<file path="config.mk">
export PLATFORM = sky130hd
export DESIGN_NAME = e1_rx_overhead_capture
export DESIGN_NICKNAME = d
export VERILOG_FILES = /design/src/logic/e1_rx_overhead_pkg.sv /design/src/logic/e1_rx_overhead_capture.sv
export SDC_FILE = /design/constraint.sdc
export NUM_CORES = 1
export LEC_CHECK = 0
export ABC_AREA = 1
export BUFFER_PORTS_ARGS = -buffer_cell sky130_fd_sc_hd__buf_4
export CAP_MARGIN = 10
export CORE_UTILIZATION = 50
export DETAILED_ROUTE_END_ITERATION = 12
export PLACE_DENSITY = 0.7
export SLEW_MARGIN = 20
export SYNTH_ARGS = -nofsm -noshare
export SYNTH_HDL_FRONTEND = slang
export SYNTH_SLANG_ARGS = --single-unit
</file>
<file path="constraint.sdc">
create_clock -name mclk -period 2.33 [get_ports mclk]
set_input_delay 0.466 -clock mclk [delete_from_list [all_inputs] [get_ports mclk]]
set_output_delay 0.466 -clock mclk [all_outputs]
set_load 0.05 [all_outputs]
</file>
<file path="src/logic/e1_rx_overhead_pkg.sv">
// shared constants for the e1 receive overhead capture block
// assumes a 32-bit axi4-lite register bus and eight framer ports
package e1_rx_overhead_pkg;

    // port count and per-port register stride, in register indexes
    localparam int          PORTS        = 8;
    localparam int          PORT_W       = 3;
    localparam logic [11:0] PORT_STRIDE  = 12'h200;

    // byte address fields: word index, port copy, bits that must be zero
    localparam int          AIDX_LO      = 2;
    localparam int          AIDX_HI      = 10;
    localparam int          APORT_LO     = 11;
    localparam int          APORT_HI     = 13;
    localparam int          ATOP_LO      = 14;

    // register indexes within one port (byte address is four times these)
    localparam logic [8:0]  IDX_ALIGN    = 9'h064;
    localparam logic [8:0]  IDX_NONALIGN = 9'h065;
    localparam logic [8:0]  IDX_SI_EVEN  = 9'h066;
    localparam logic [8:0]  IDX_SI_ODD   = 9'h067;
    localparam logic [8:0]  IDX_ALARM    = 9'h068;
    localparam logic [8:0]  IDX_SPARE4   = 9'h069;
    localparam logic [8:0]  IDX_SPARE5   = 9'h06A;
    localparam logic [8:0]  IDX_SPARE6   = 9'h06B;
    localparam logic [8:0]  IDX_SPARE7   = 9'h06C;
    localparam logic [8:0]  IDX_MODE     = 9'h080;

    // capture slots held per port
    localparam int          SLOTS        = 9;
    localparam logic [3:0]  SL_ALIGN     = 4'h0;
    localparam logic [3:0]  SL_NONALIGN  = 4'h1;
    localparam logic [3:0]  SL_SI_EVEN   = 4'h2;
    localparam logic [3:0]  SL_SI_ODD    = 4'h3;
    localparam logic [3:0]  SL_ALARM     = 4'h4;
    localparam logic [3:0]  SL_SPARE4    = 4'h5;
    localparam logic [3:0]  SL_SPARE5    = 4'h6;
    localparam logic [3:0]  SL_SPARE6    = 4'h7;
    localparam logic [3:0]  SL_SPARE7    = 4'h8;
    localparam logic [3:0]  SL_MODE      = 4'h9;
    localparam logic [3:0]  SL_NONE      = 4'hF;

    // bit positions inside the time slot 0 byte (first received bit = 7)
    localparam int          BIT_INTL     = 7;
    localparam int          BIT_ALARM    = 5;
    localparam int          BIT_SPARE4   = 4;
    localparam int          BIT_SPARE5   = 3;
    localparam int          BIT_SPARE6   = 2;
    localparam int          BIT_SPARE7   = 1;
    localparam int          BIT_STD_SEL  = 0;

    // multiframe positions
    localparam logic [3:0]  FRAME_FIRST  = 4'h0;
    localparam logic [3:0]  FRAME_LAST   = 4'hF;

    // reset values and bus answers
    localparam logic [7:0]  CAP_RESET    = 8'h00;
    localparam logic [1:0]  RESP_OKAY    = 2'h0;
    localparam logic [1:0]  RESP_DECERR  = 2'h3;
    localparam int          ADDR_W       = 32;
    localparam int          DATA_W       = 32;

endpackage

</file>
<file path="src/logic/e1_rx_overhead_capture.sv">
// overhead capture registers for eight e1 receive ports, axi4-lite slave
// assumes each framer drives a one-cycle time slot 0 strobe on mclk with
// the slot byte, the frame number in the multiframe and a sync level
`timescale 1ns/1ps

// Notes on behaviour
// RULE1: the align word register holds the intl bit in bit 7 and the seven alignment bits below it.
// RULE2: the non-align word register shows the intl bit in 7, the marker in 6 and the alarm bit in 5.
// RULE3: the non-align word register shows spare bits four to eight in bits 4 down to 0.
// RULE4: intl bits of even frames 0 to 14 form one byte, frame 14 in bit 7 and frame 0 in bit 0.
// RULE5: intl bits of odd frames 1 to 15 form one byte, frame 15 in bit 7 and frame 1 in bit 0.
// RULE6: the alarm bit of each odd frame is kept in one byte, frame 15 in bit 7 to frame 1 in bit 0.
// RULE7: spare bit four of each odd frame is kept in one byte, frame 15 high to frame 1 low.
// RULE8: spare bit five of each odd frame is kept in one byte, frame 15 high to frame 1 low.
// RULE9: spare bit six of each odd frame is kept in one byte, higher frames in higher bits.
// RULE10: spare bit seven of each odd frame is kept in one byte, frame 15 in bit 7 and downward.
// RULE11: each of eight ports has its own copy at base plus 0x200 times port index minus one.
// RULE12: the capture registers hold e1 overhead only while the port is in e1 mode.
// RULE13: bit 0 of the receive master mode register picks the standard, 0 for t1 and 1 for e1.
// RULE14: capture registers reset to zero and update once per multiframe while sync is held.
// RULE15: reads of capture registers have no side effect and writes to them are ignored.
module e1_rx_overhead_capture
    import e1_rx_overhead_pkg::*;
(
    input  wire logic                        mclk,
    input  wire logic                        rst_n,
    // framer side, one lane per port
    input  wire logic [PORTS-1:0]            tsZeroStrobe,
    input  wire logic [PORTS-1:0][7:0]       tsZeroByte,
    input  wire logic [PORTS-1:0][3:0]       frameNum,
    input  wire logic [PORTS-1:0]            frameSync,
    output logic      [PORTS-1:0]            lineStandardE1,
    // axi4-lite slave
    input  wire logic [ADDR_W-1:0]           s_axi_awaddr,
    input  wire logic                        s_axi_awvalid,
    output logic                             s_axi_awready,
    input  wire logic [DATA_W-1:0]           s_axi_wdata,
    input  wire logic [DATA_W/8-1:0]         s_axi_wstrb,
    input  wire logic                        s_axi_wvalid,
    output logic                             s_axi_wready,
    output logic [1:0]                       s_axi_bresp,
    output logic                             s_axi_bvalid,
    input  wire logic                        s_axi_bready,
    input  wire logic [ADDR_W-1:0]           s_axi_araddr,
    input  wire logic                        s_axi_arvalid,
    output logic                             s_axi_arready,
    output logic [DATA_W-1:0]                s_axi_rdata,
    output logic [1:0]                       s_axi_rresp,
    output logic                             s_axi_rvalid,
    input  wire logic                        s_axi_rready
);

    ////////////////////////////////////////////////////////////////////////
    // address decode

    // register slot selected by a byte address, SL_NONE when unmapped
    function automatic logic [3:0] slotOf(input logic [ADDR_W-1:0] addr);
        logic [8:0] idx;
        logic       hiZero;
        idx    = addr[AIDX_HI:AIDX_LO];
        hiZero = (addr[ADDR_W-1:ATOP_LO] == '0)
                 && (addr[AIDX_LO-1:0] == '0);
        slotOf = SL_NONE;
        if (hiZero) begin
            unique case (idx)
                IDX_ALIGN:    slotOf = SL_ALIGN;
                IDX_NONALIGN: slotOf = SL_NONALIGN;
                IDX_SI_EVEN:  slotOf = SL_SI_EVEN;
                IDX_SI_ODD:   slotOf = SL_SI_ODD;
                IDX_ALARM:    slotOf = SL_ALARM;
                IDX_SPARE4:   slotOf = SL_SPARE4;
                IDX_SPARE5:   slotOf = SL_SPARE5;
                IDX_SPARE6:   slotOf = SL_SPARE6;
                IDX_SPARE7:   slotOf = SL_SPARE7;
                IDX_MODE:     slotOf = SL_MODE;
                default:      slotOf = SL_NONE;
            endcase
        end
    endfunction

    // port copy selected by a byte address (index bits 11:9)
    function automatic logic [PORT_W-1:0] portOf(
        input logic [ADDR_W-1:0] addr);
        portOf = addr[APORT_HI:APORT_LO]; // RULE11
    endfunction

    ////////////////////////////////////////////////////////////////////////
    // per-port capture

    // line standard per port and every capture byte, flattened for the mux
    logic [PORTS-1:0]                 modeE1_reg;
    logic [PORTS-1:0][SLOTS-1:0][7:0] capAll;

    // standard select also goes out as a level to the framer
    assign lineStandardE1 = modeE1_reg;

    // one lane of capture logic for each port
    genvar p;
    generate
        for (p = 0; p < PORTS; p = p + 1) begin : g_port
            // per-port storage and the strobe qualifiers
            logic [7:0]  shadow_reg [SLOTS];
            logic [7:0]  cap_reg    [SLOTS];
            logic        mfValid_reg;
            logic        commit_reg;
            logic        take;
            logic        odd;
            logic [2:0]  hpos;
            logic [7:0]  slotByte;

            // a slot 0 byte counts only in e1 mode with sync held
            assign take     = tsZeroStrobe[p] && frameSync[p]
                              && modeE1_reg[p]; // RULE12 RULE13
            assign odd      = frameNum[p][0];
            assign hpos     = frameNum[p][3:1];
            assign slotByte = tsZeroByte[p];

            // multiframe qualifier: set at frame 0, lost with sync or mode
            always_ff @(posedge mclk) begin
                if (!rst_n) begin
                    mfValid_reg <= 1'b0;
                end else if (!frameSync[p] || !modeE1_reg[p]) begin
                    mfValid_reg <= 1'b0; // RULE14
                end else if (take && frameNum[p] == FRAME_FIRST) begin
                    mfValid_reg <= 1'b1;
                end
            end

            // one-cycle commit after the last frame of a whole multiframe
            always_ff @(posedge mclk) begin
                if (!rst_n) begin
                    commit_reg <= 1'b0;
                end else begin
                    commit_reg <= take && mfValid_reg
                                  && frameNum[p] == FRAME_LAST; // RULE14
                end
            end

            // working copy gathered frame by frame
            always_ff @(posedge mclk) begin
                if (!rst_n) begin
                    for (int s = 0; s < SLOTS; s++) begin
                        shadow_reg[s] <= CAP_RESET;
                    end
                end else if (take && !odd) begin
                    // even frame: alignment word and its intl bit
                    shadow_reg[SL_ALIGN] <= slotByte; // RULE1
                    shadow_reg[SL_SI_EVEN][hpos] <=
                        slotByte[BIT_INTL]; // RULE4
                end else if (take) begin
                    // odd frame: non-alignment word and the odd histories
                    shadow_reg[SL_NONALIGN] <= slotByte; // RULE2 RULE3
                    shadow_reg[SL_SI_ODD][hpos] <=
                        slotByte[BIT_INTL]; // RULE5
                    shadow_reg[SL_ALARM][hpos] <=
                        slotByte[BIT_ALARM]; // RULE6
                    shadow_reg[SL_SPARE4][hpos] <=
                        slotByte[BIT_SPARE4]; // RULE7
                    shadow_reg[SL_SPARE5][hpos] <=
                        slotByte[BIT_SPARE5]; // RULE8
                    shadow_reg[SL_SPARE6][hpos] <=
                        slotByte[BIT_SPARE6]; // RULE9
                    shadow_reg[SL_SPARE7][hpos] <=
                        slotByte[BIT_SPARE7]; // RULE10
                end
            end

            // visible registers change only on a multiframe commit
            always_ff @(posedge mclk) begin
                if (!rst_n) begin
                    for (int s = 0; s < SLOTS; s++) begin
                        cap_reg[s] <= CAP_RESET; // RULE14
                    end
                end else if (commit_reg) begin
                    for (int s = 0; s < SLOTS; s++) begin
                        cap_reg[s] <= shadow_reg[s]; // RULE14
                    end
                end
            end

            // flatten for the bus read mux
            for (genvar s = 0; s < SLOTS; s = s + 1) begin : g_slot
                assign capAll[p][s] = cap_reg[s];
            end
        end
    endgenerate

    ////////////////////////////////////////////////////////////////////////
    // axi4-lite write channel

    // write path: held halves, response and the decoded target
    logic              awHeld_reg;
    logic              wHeld_reg;
    logic [ADDR_W-1:0] awAddr_reg;
    logic [7:0]        wByte_reg;
    logic              wLane0_reg;
    logic              bValid_reg;
    logic [1:0]        bResp_reg;
    logic              doWrite;
    logic [3:0]        wSlot;
    logic [PORT_W-1:0] wPort;

    // readies drop while an item is held or the answer is open
    assign s_axi_awready = !awHeld_reg && !bValid_reg;
    assign s_axi_wready  = !wHeld_reg && !bValid_reg;
    assign s_axi_bvalid  = bValid_reg;
    assign s_axi_bresp   = bResp_reg;
    assign doWrite       = awHeld_reg && wHeld_reg && !bValid_reg;
    assign wSlot         = slotOf(awAddr_reg);
    assign wPort         = portOf(awAddr_reg);

    // address and data are taken in either order and held until used
    always_ff @(posedge mclk) begin
        if (!rst_n) begin
            awHeld_reg <= 1'b0;
            awAddr_reg <= '0;
        end else if (s_axi_awvalid && s_axi_awready) begin
            awHeld_reg <= 1'b1;
            awAddr_reg <= s_axi_awaddr;
        end else if (doWrite) begin
            awHeld_reg <= 1'b0;
        end
    end

    // data byte and lane 0 strobe kept until the write is carried out
    always_ff @(posedge mclk) begin
        if (!rst_n) begin
            wHeld_reg  <= 1'b0;
            wByte_reg  <= 8'h00;
            wLane0_reg <= 1'b0;
        end else if (s_axi_wvalid && s_axi_wready) begin
            wHeld_reg  <= 1'b1;
            wByte_reg  <= s_axi_wdata[7:0];
            wLane0_reg <= s_axi_wstrb[0];
        end else if (doWrite) begin
            wHeld_reg <= 1'b0;
        end
    end

    // write response; capture slots accept and ignore the data
    always_ff @(posedge mclk) begin
        if (!rst_n) begin
            bValid_reg <= 1'b0;
            bResp_reg  <= RESP_OKAY;
        end else if (doWrite) begin
            bValid_reg <= 1'b1;
            bResp_reg  <= (wSlot == SL_NONE) ? RESP_DECERR
                                             : RESP_OKAY; // RULE15
        end else if (s_axi_bready) begin
            bValid_reg <= 1'b0;
        end
    end

    // line standard select, one bit per port
    always_ff @(posedge mclk) begin
        if (!rst_n) begin
            modeE1_reg <= '0;
        end else if (doWrite && wSlot == SL_MODE && wLane0_reg) begin
            modeE1_reg[wPort] <= wByte_reg[BIT_STD_SEL]; // RULE13
        end
    end

    ////////////////////////////////////////////////////////////////////////
    // axi4-lite read channel

    // read path: registered answer and the decoded source
    logic              rValid_reg;
    logic [DATA_W-1:0] rData_reg;
    logic [1:0]        rResp_reg;
    logic [3:0]        rSlot;
    logic [PORT_W-1:0] rPort;
    logic [7:0]        rByte;

    // one read at a time; the address is decoded while it is offered
    assign s_axi_arready = !rValid_reg;
    assign s_axi_rvalid  = rValid_reg;
    assign s_axi_rdata   = rData_reg;
    assign s_axi_rresp   = rResp_reg;
    assign rSlot         = slotOf(s_axi_araddr);
    assign rPort         = portOf(s_axi_araddr);

    // read mux; t1 ports show zero in the capture slots
    always_comb begin
        rByte = 8'h00;
        if (rSlot == SL_MODE) begin
            rByte[BIT_STD_SEL] = modeE1_reg[rPort];
        end else if (rSlot != SL_NONE && modeE1_reg[rPort]) begin
            rByte = capAll[rPort][rSlot]; // RULE12
        end
    end

    // read answer one cycle after the address is taken, no side effect
    always_ff @(posedge mclk) begin
        if (!rst_n) begin
            rValid_reg <= 1'b0;
            rData_reg  <= '0;
            rResp_reg  <= RESP_OKAY;
        end else if (s_axi_arvalid && s_axi_arready) begin
            rValid_reg <= 1'b1;
            rData_reg  <= {{(DATA_W-8){1'b0}}, rByte}; // RULE15
            rResp_reg  <= (rSlot == SL_NONE) ? RESP_DECERR : RESP_OKAY;
        end else if (s_axi_rready) begin
            rValid_reg <= 1'b0;
        end
    end

endmodule

</file>
After elaboration in Yosys (flattened, before gate mapping) --
Memory sizes are Yosys's and may differ from the RTL's. Index checks and enable logic that the tools add are counted.
Cells by class: order comparisons 20, multiplexer cells 674, equality and inequality tests 33, bitwise operators 537, reduce and logical (&&, ||, !) cells 129
Operators with widths (number):
- $mux W8 | 106
- $mux W1 | 547
- $or A1 B1 Y1 | 536
- $bmux W72 S3 | 1
- $eq A9 B7 Y1 const B | 18
- $pmux W4 S10 | 2
- $mux W72 | 1
- $logic_and A1 B1 Y1 | 69
- $eq A4 B4 Y1 const B | 12
- $lt A3 B4 Y1 const B | 10
- $logic_not A18 Y1 | 2
- $bmux W8 S4 | 1
- $logic_not A4 Y1 | 8
- $logic_not A1 Y1 | 28
- $demux W1 S3 | 9
- $ge A3 B1 Y1 const B | 9
- $eq A9 B8 Y1 const B | 2
- $reduce_or A2 Y1 | 8
- $bwmux W8 | 1
- $logic_or A1 B1 Y1 | 8
- $mux W4 | 2
- $reduce_bool A2 Y1 | 4
- $mux W7 | 1
- $lt A4 B5 Y1 const B | 1
- 5 further kinds | 7
Storage, ports and cells: word-level logic and storage cells 1436, register bits after elaboration 74, output and inout port bits 49, memories 16, memory bits (writable) 1152
Memory list:
- g_port[0].cap_reg | words 9, bits a word 8, rd ports 9, clocked after memory_dff 0, write ports 9, RTL line e1_rx_overhead_capture.sv:103 | logic [7:0] cap_reg [SLOTS];
- g_port[0].shadow_reg | words 9, bits a word 8, rd ports 9, clocked after memory_dff 0, write ports 9, RTL line e1_rx_overhead_capture.sv:102 | logic [7:0] shadow_reg [SLOTS];
- g_port[1].cap_reg | words 9, bits a word 8, rd ports 9, clocked after memory_dff 0, write ports 9, RTL line e1_rx_overhead_capture.sv:103
- g_port[1].shadow_reg | words 9, bits a word 8, rd ports 9, clocked after memory_dff 0, write ports 9, RTL line e1_rx_overhead_capture.sv:102
- g_port[2].cap_reg | words 9, bits a word 8, rd ports 9, clocked after memory_dff 0, write ports 9, RTL line e1_rx_overhead_capture.sv:103
- g_port[2].shadow_reg | words 9, bits a word 8, rd ports 9, clocked after memory_dff 0, write ports 9, RTL line e1_rx_overhead_capture.sv:102
- +10 memories

Logic depth before layout (Yosys ltp) --
depth in word-level cells 7, depth in mapped cells 17, mapped depth without buffers 15

Worst setup path after synthesis --
No wires, ideal clock.
path type register to register, from register modeE1_reg[4], in the netlist lineStandardE1[4], to memory g_port[4].shadow_reg[3][2] (enable), path slack -0.057 ns, clock period less this slack 2.387 ns, stages on the path, launching flop included 7, arrival time 2.010 ns, required time 1.953 ns, path through dfxtp_1 nand2_1 inv_1 nand2_1 nor3_1 inv_1 o21ai_0
RTL lines:
- start: declaration | RTL line e1_rx_overhead_capture.sv:91 | logic [PORTS-1:0] modeE1_reg;
- start signal: indexed assignment | RTL line e1_rx_overhead_capture.sv:259 | modeE1_reg[wPort] <= wByte_reg[BIT_STD_SEL];
- end: declaration | RTL line e1_rx_overhead_capture.sv:102

Worst setup path in the final report --
from register modeE1_reg[6], in the netlist lineStandardE1[6], to output lineStandardE1[6]
RTL lines:
- end: declaration | RTL line e1_rx_overhead_capture.sv:32 | output logic [PORTS-1:0] lineStandardE1,
No word-level cell between the ends.

==> results.py <==
metrics = {
    "clock_tree": {
        "cts_tree": "done",
        "clockRootBuffer": "clkbuf_16",
        "cts_buffer_depth": 3,
        "htree_levels": 3,
        "cts.clk_slew.worst_paths_ps": 60,
        "cts_made_buffers": 118,
        "clock_latency_ps": 720,
        "postCtsSetupRepairBufs": 0,
        "numClockSinks": 1224,
    },
    "run_status": {
        "run_status": "complete, no violations",
    },
    "global_route": {
        "grt_usage_pct": 28.7,
        "antenna_found_initial": 4,
        "grt_pass1_wl_um": 214000,
        "grt_pass1_vias": 33087,
        "grt_max_degree": 73,
        "grt_remaining_overflow": 0,
    },
    "critical_path": {
        "r2r_slack_ps": 220,
        "timing.rr.end": "g_port[6].shadow_reg[8][4]",
        "start_kind": "register",
        "crit_path_end_kind": "output port",
        "worst_r2r_path_depth": 8,
        "crit_required_ps": 1860,
        "timing.rr.start": "lineStandardE1[6]",
        "worstSetupPathType": "register to output port",
        "worstPathMaxFanout": 3,
        "crit_arrival_ps": 1690,
    },
    "min_path": {
        "hold-path-endpoint": "wLane0_reg",
        "hp-start": "s_axi_wvalid",
        "hp-class": "primary input to register",
        "min_path_cells": 3,
    },
    "final_layout": {
        "post-route-util_pct": 61.0,
        "fin_cells": 6803,
        "area_growth_pct": 20.1,
        "fillers": 7897,
        "nets": 5563,
        "drive_gt1_share_pct": 15.0,
        "design_area_um2": 61300,
    },
    "logic_synthesis": {
        "yosys_register_bits": 1224,
        "synthCells": 4812,
        "synthFlopType": "edfxtp_1",
        "yosysMostFrequentCell": "edfxtp_1",
        "synth_cell_types": 44,
        "syn-cell-area_um2": 51000,
        "synth_area_leader_cell": "edfxtp_1",
        "synth.avg_cell_area_um2": 10.6,
        "synth_seq_area_share_pct": 70.6,
        "yosysWarnings": 0,
        "yosys.area.top_type_share_pct": 67.8,
        "ys_top_cells_by_area": "edfxtp_1 (68%), nor2_1 (7.2%), nand2_1 (6.5%)",
        "synthTopCellsByCount": "edfxtp_1 (1152), nor2_1 (980), nand2_1 (884)",
        "synth_edf_count": 1152,
        "synthArstFlopShare_pct": 0,
    },
    "timing": {
        "maxSlewHeadroom_pct": 45.6,
        "fin_ws_ps": 171,
        "tns_ps": 0,
        "period_needed_ps": 2160,
        "timing.final.hold_violations": 0,
        "clock_skew_ps": 25.6,
        "setup_viol": 0,
        "clock.fmax_mhz": 463,
        "rsz0062_at_grt": "false",
        "fin_crit_sh_pct": 92.6,
        "tightest_slew_ps": 813,
        "drv_slew": 0,
        "hold-worst-slack_ps": 41.8,
    },
    "pwr": {
        "leakagePower_nw": 25.2,
        "power.density_nw_per_um2": 788,
        "total_power_mw": 48.3,
        "peakVddDrop_uv": 580,
    },
    "drt": {
        "drtPass1Iterations": 5,
        "drt_wl_total_um": 147000,
        "via_per_inst": 5.24,
        "drc": 0,
        "wl_per_cell_um": 21.7,
        "drtAntennaViolNets": 0,
        "num_vias": 35669,
        "drt_iter0_markers": 5352,
    },
    "placement": {
        "place_inst": 6555,
        "place_area_um2": 57100,
        "hpwl_um": 106000,
        "io_buffers": 209,
        "place_ws_ps": -295,
        "gp_congestion": 0.959,
    },
    "floorplan": {
        "die_w_um": 322,
        "fp.dieArea_um2": 103000,
        "num_io_pins": 268,
        "coreArea_um2": 101000,
        "start_util_pct": 50.8,
        "placementRows": 116,
        "chipHeight_um": 322,
    },
    "run": {
        "maxCapViolCount": 0,
    },
}
==> cell type report <==
class | instances | area [um^2] | area share (%)
clock buffer | 138 | 3070 | 5.01
multi-input combinational | 2617 | 11100 | 18.1
sequential | 1224 | 36000 | 58.8
inverter | 757 | 2850 | 4.65
clock inverter | 83 | 862 | 1.41
tap | 1357 | 1700 | 2.77
antenna | 1 | 2.50 | 0.00408
timing repair buffer | 626 | 5680 | 9.26
==> worst max-delay path, stage by stage (launching register included) <==
cell and delay, ps:
dfxtp_1 370, buf_12 150, buf_4 230, buf_4 230
==> worst max-delay path by stage <==
stage,cells past startpoint,from,endpoint
3_3_place_gp,15,s_axi_araddr[11],s_axi_rdata[7]
5_1_grt,8,lineStandardE1[6],g_port[6].shadow_reg[8][4]
3_5_place_dp,15,s_axi_araddr[11],s_axi_rdata[6]
6_report,3,lineStandardE1[6],lineStandardE1[6]
4_1_cts,8,lineStandardE1[6],g_port[6].shadow_reg[4][4]
2_1_floorplan,5,rst_n,g_port[6].shadow_reg[3][1]
==> cells by family (layout without fill, tap and decap cells) <==
kind of cell    after synthesis  in the layout  synth area share (%)
other cells                   1             25               0.00735
compound gates              356            356                  3.80
mux                          11             11                 0.216
simple gates               2226           2226                  17.5
buf+inv                     994           1604                  7.84
flops                      1224           1224                  70.6
==> routing by layer <==
metal | GRT usage, % | wire (um) | vias to the layer above
li1 | - | - | 16594
met1 | 43.4 | 62100 | 16905
met2 | 42.4 | 64300 | 1960
met3 | 4.59 | 16300 | 208
met4 | 9.03 | 4540 | 2
met5 | 0 | 7 | -
==> repair_timing <==
item,in CTS,in global routing
hold buffers,26,0
resized for setup,0,1
setup endpoints to repair,0,10
hold endpoints to repair,26,0
==> power by group <==
group | leakage [nW] | switching (mW) | internal, mW | total (mW)
clock network | 1.93 | 8.35 | 11.2 | 19.6
logic | 11.3 | 2.27 | 1.20 | 3.46
registers | 12.0 | 0.430 | 24.9 | 25.3
==> cell usage in the layout (no fill, tap or decap), types with 111 or more instances in the layout <==
cell type | netlist | routed
edfxtp_1 | 1152 | 1152
nor2_1 | 980 | 979
nand2_1 | 884 | 876
inv_1 | 753 | 752
buf_4 | 44 | 526
nand3_1 | 235 | 235
a21oi_1 | 160 | 160
clkbuf_16 | 0 | 120
o21ai_0 | 112 | 111
No activity file was read; power rests on OpenSTA's default activity.
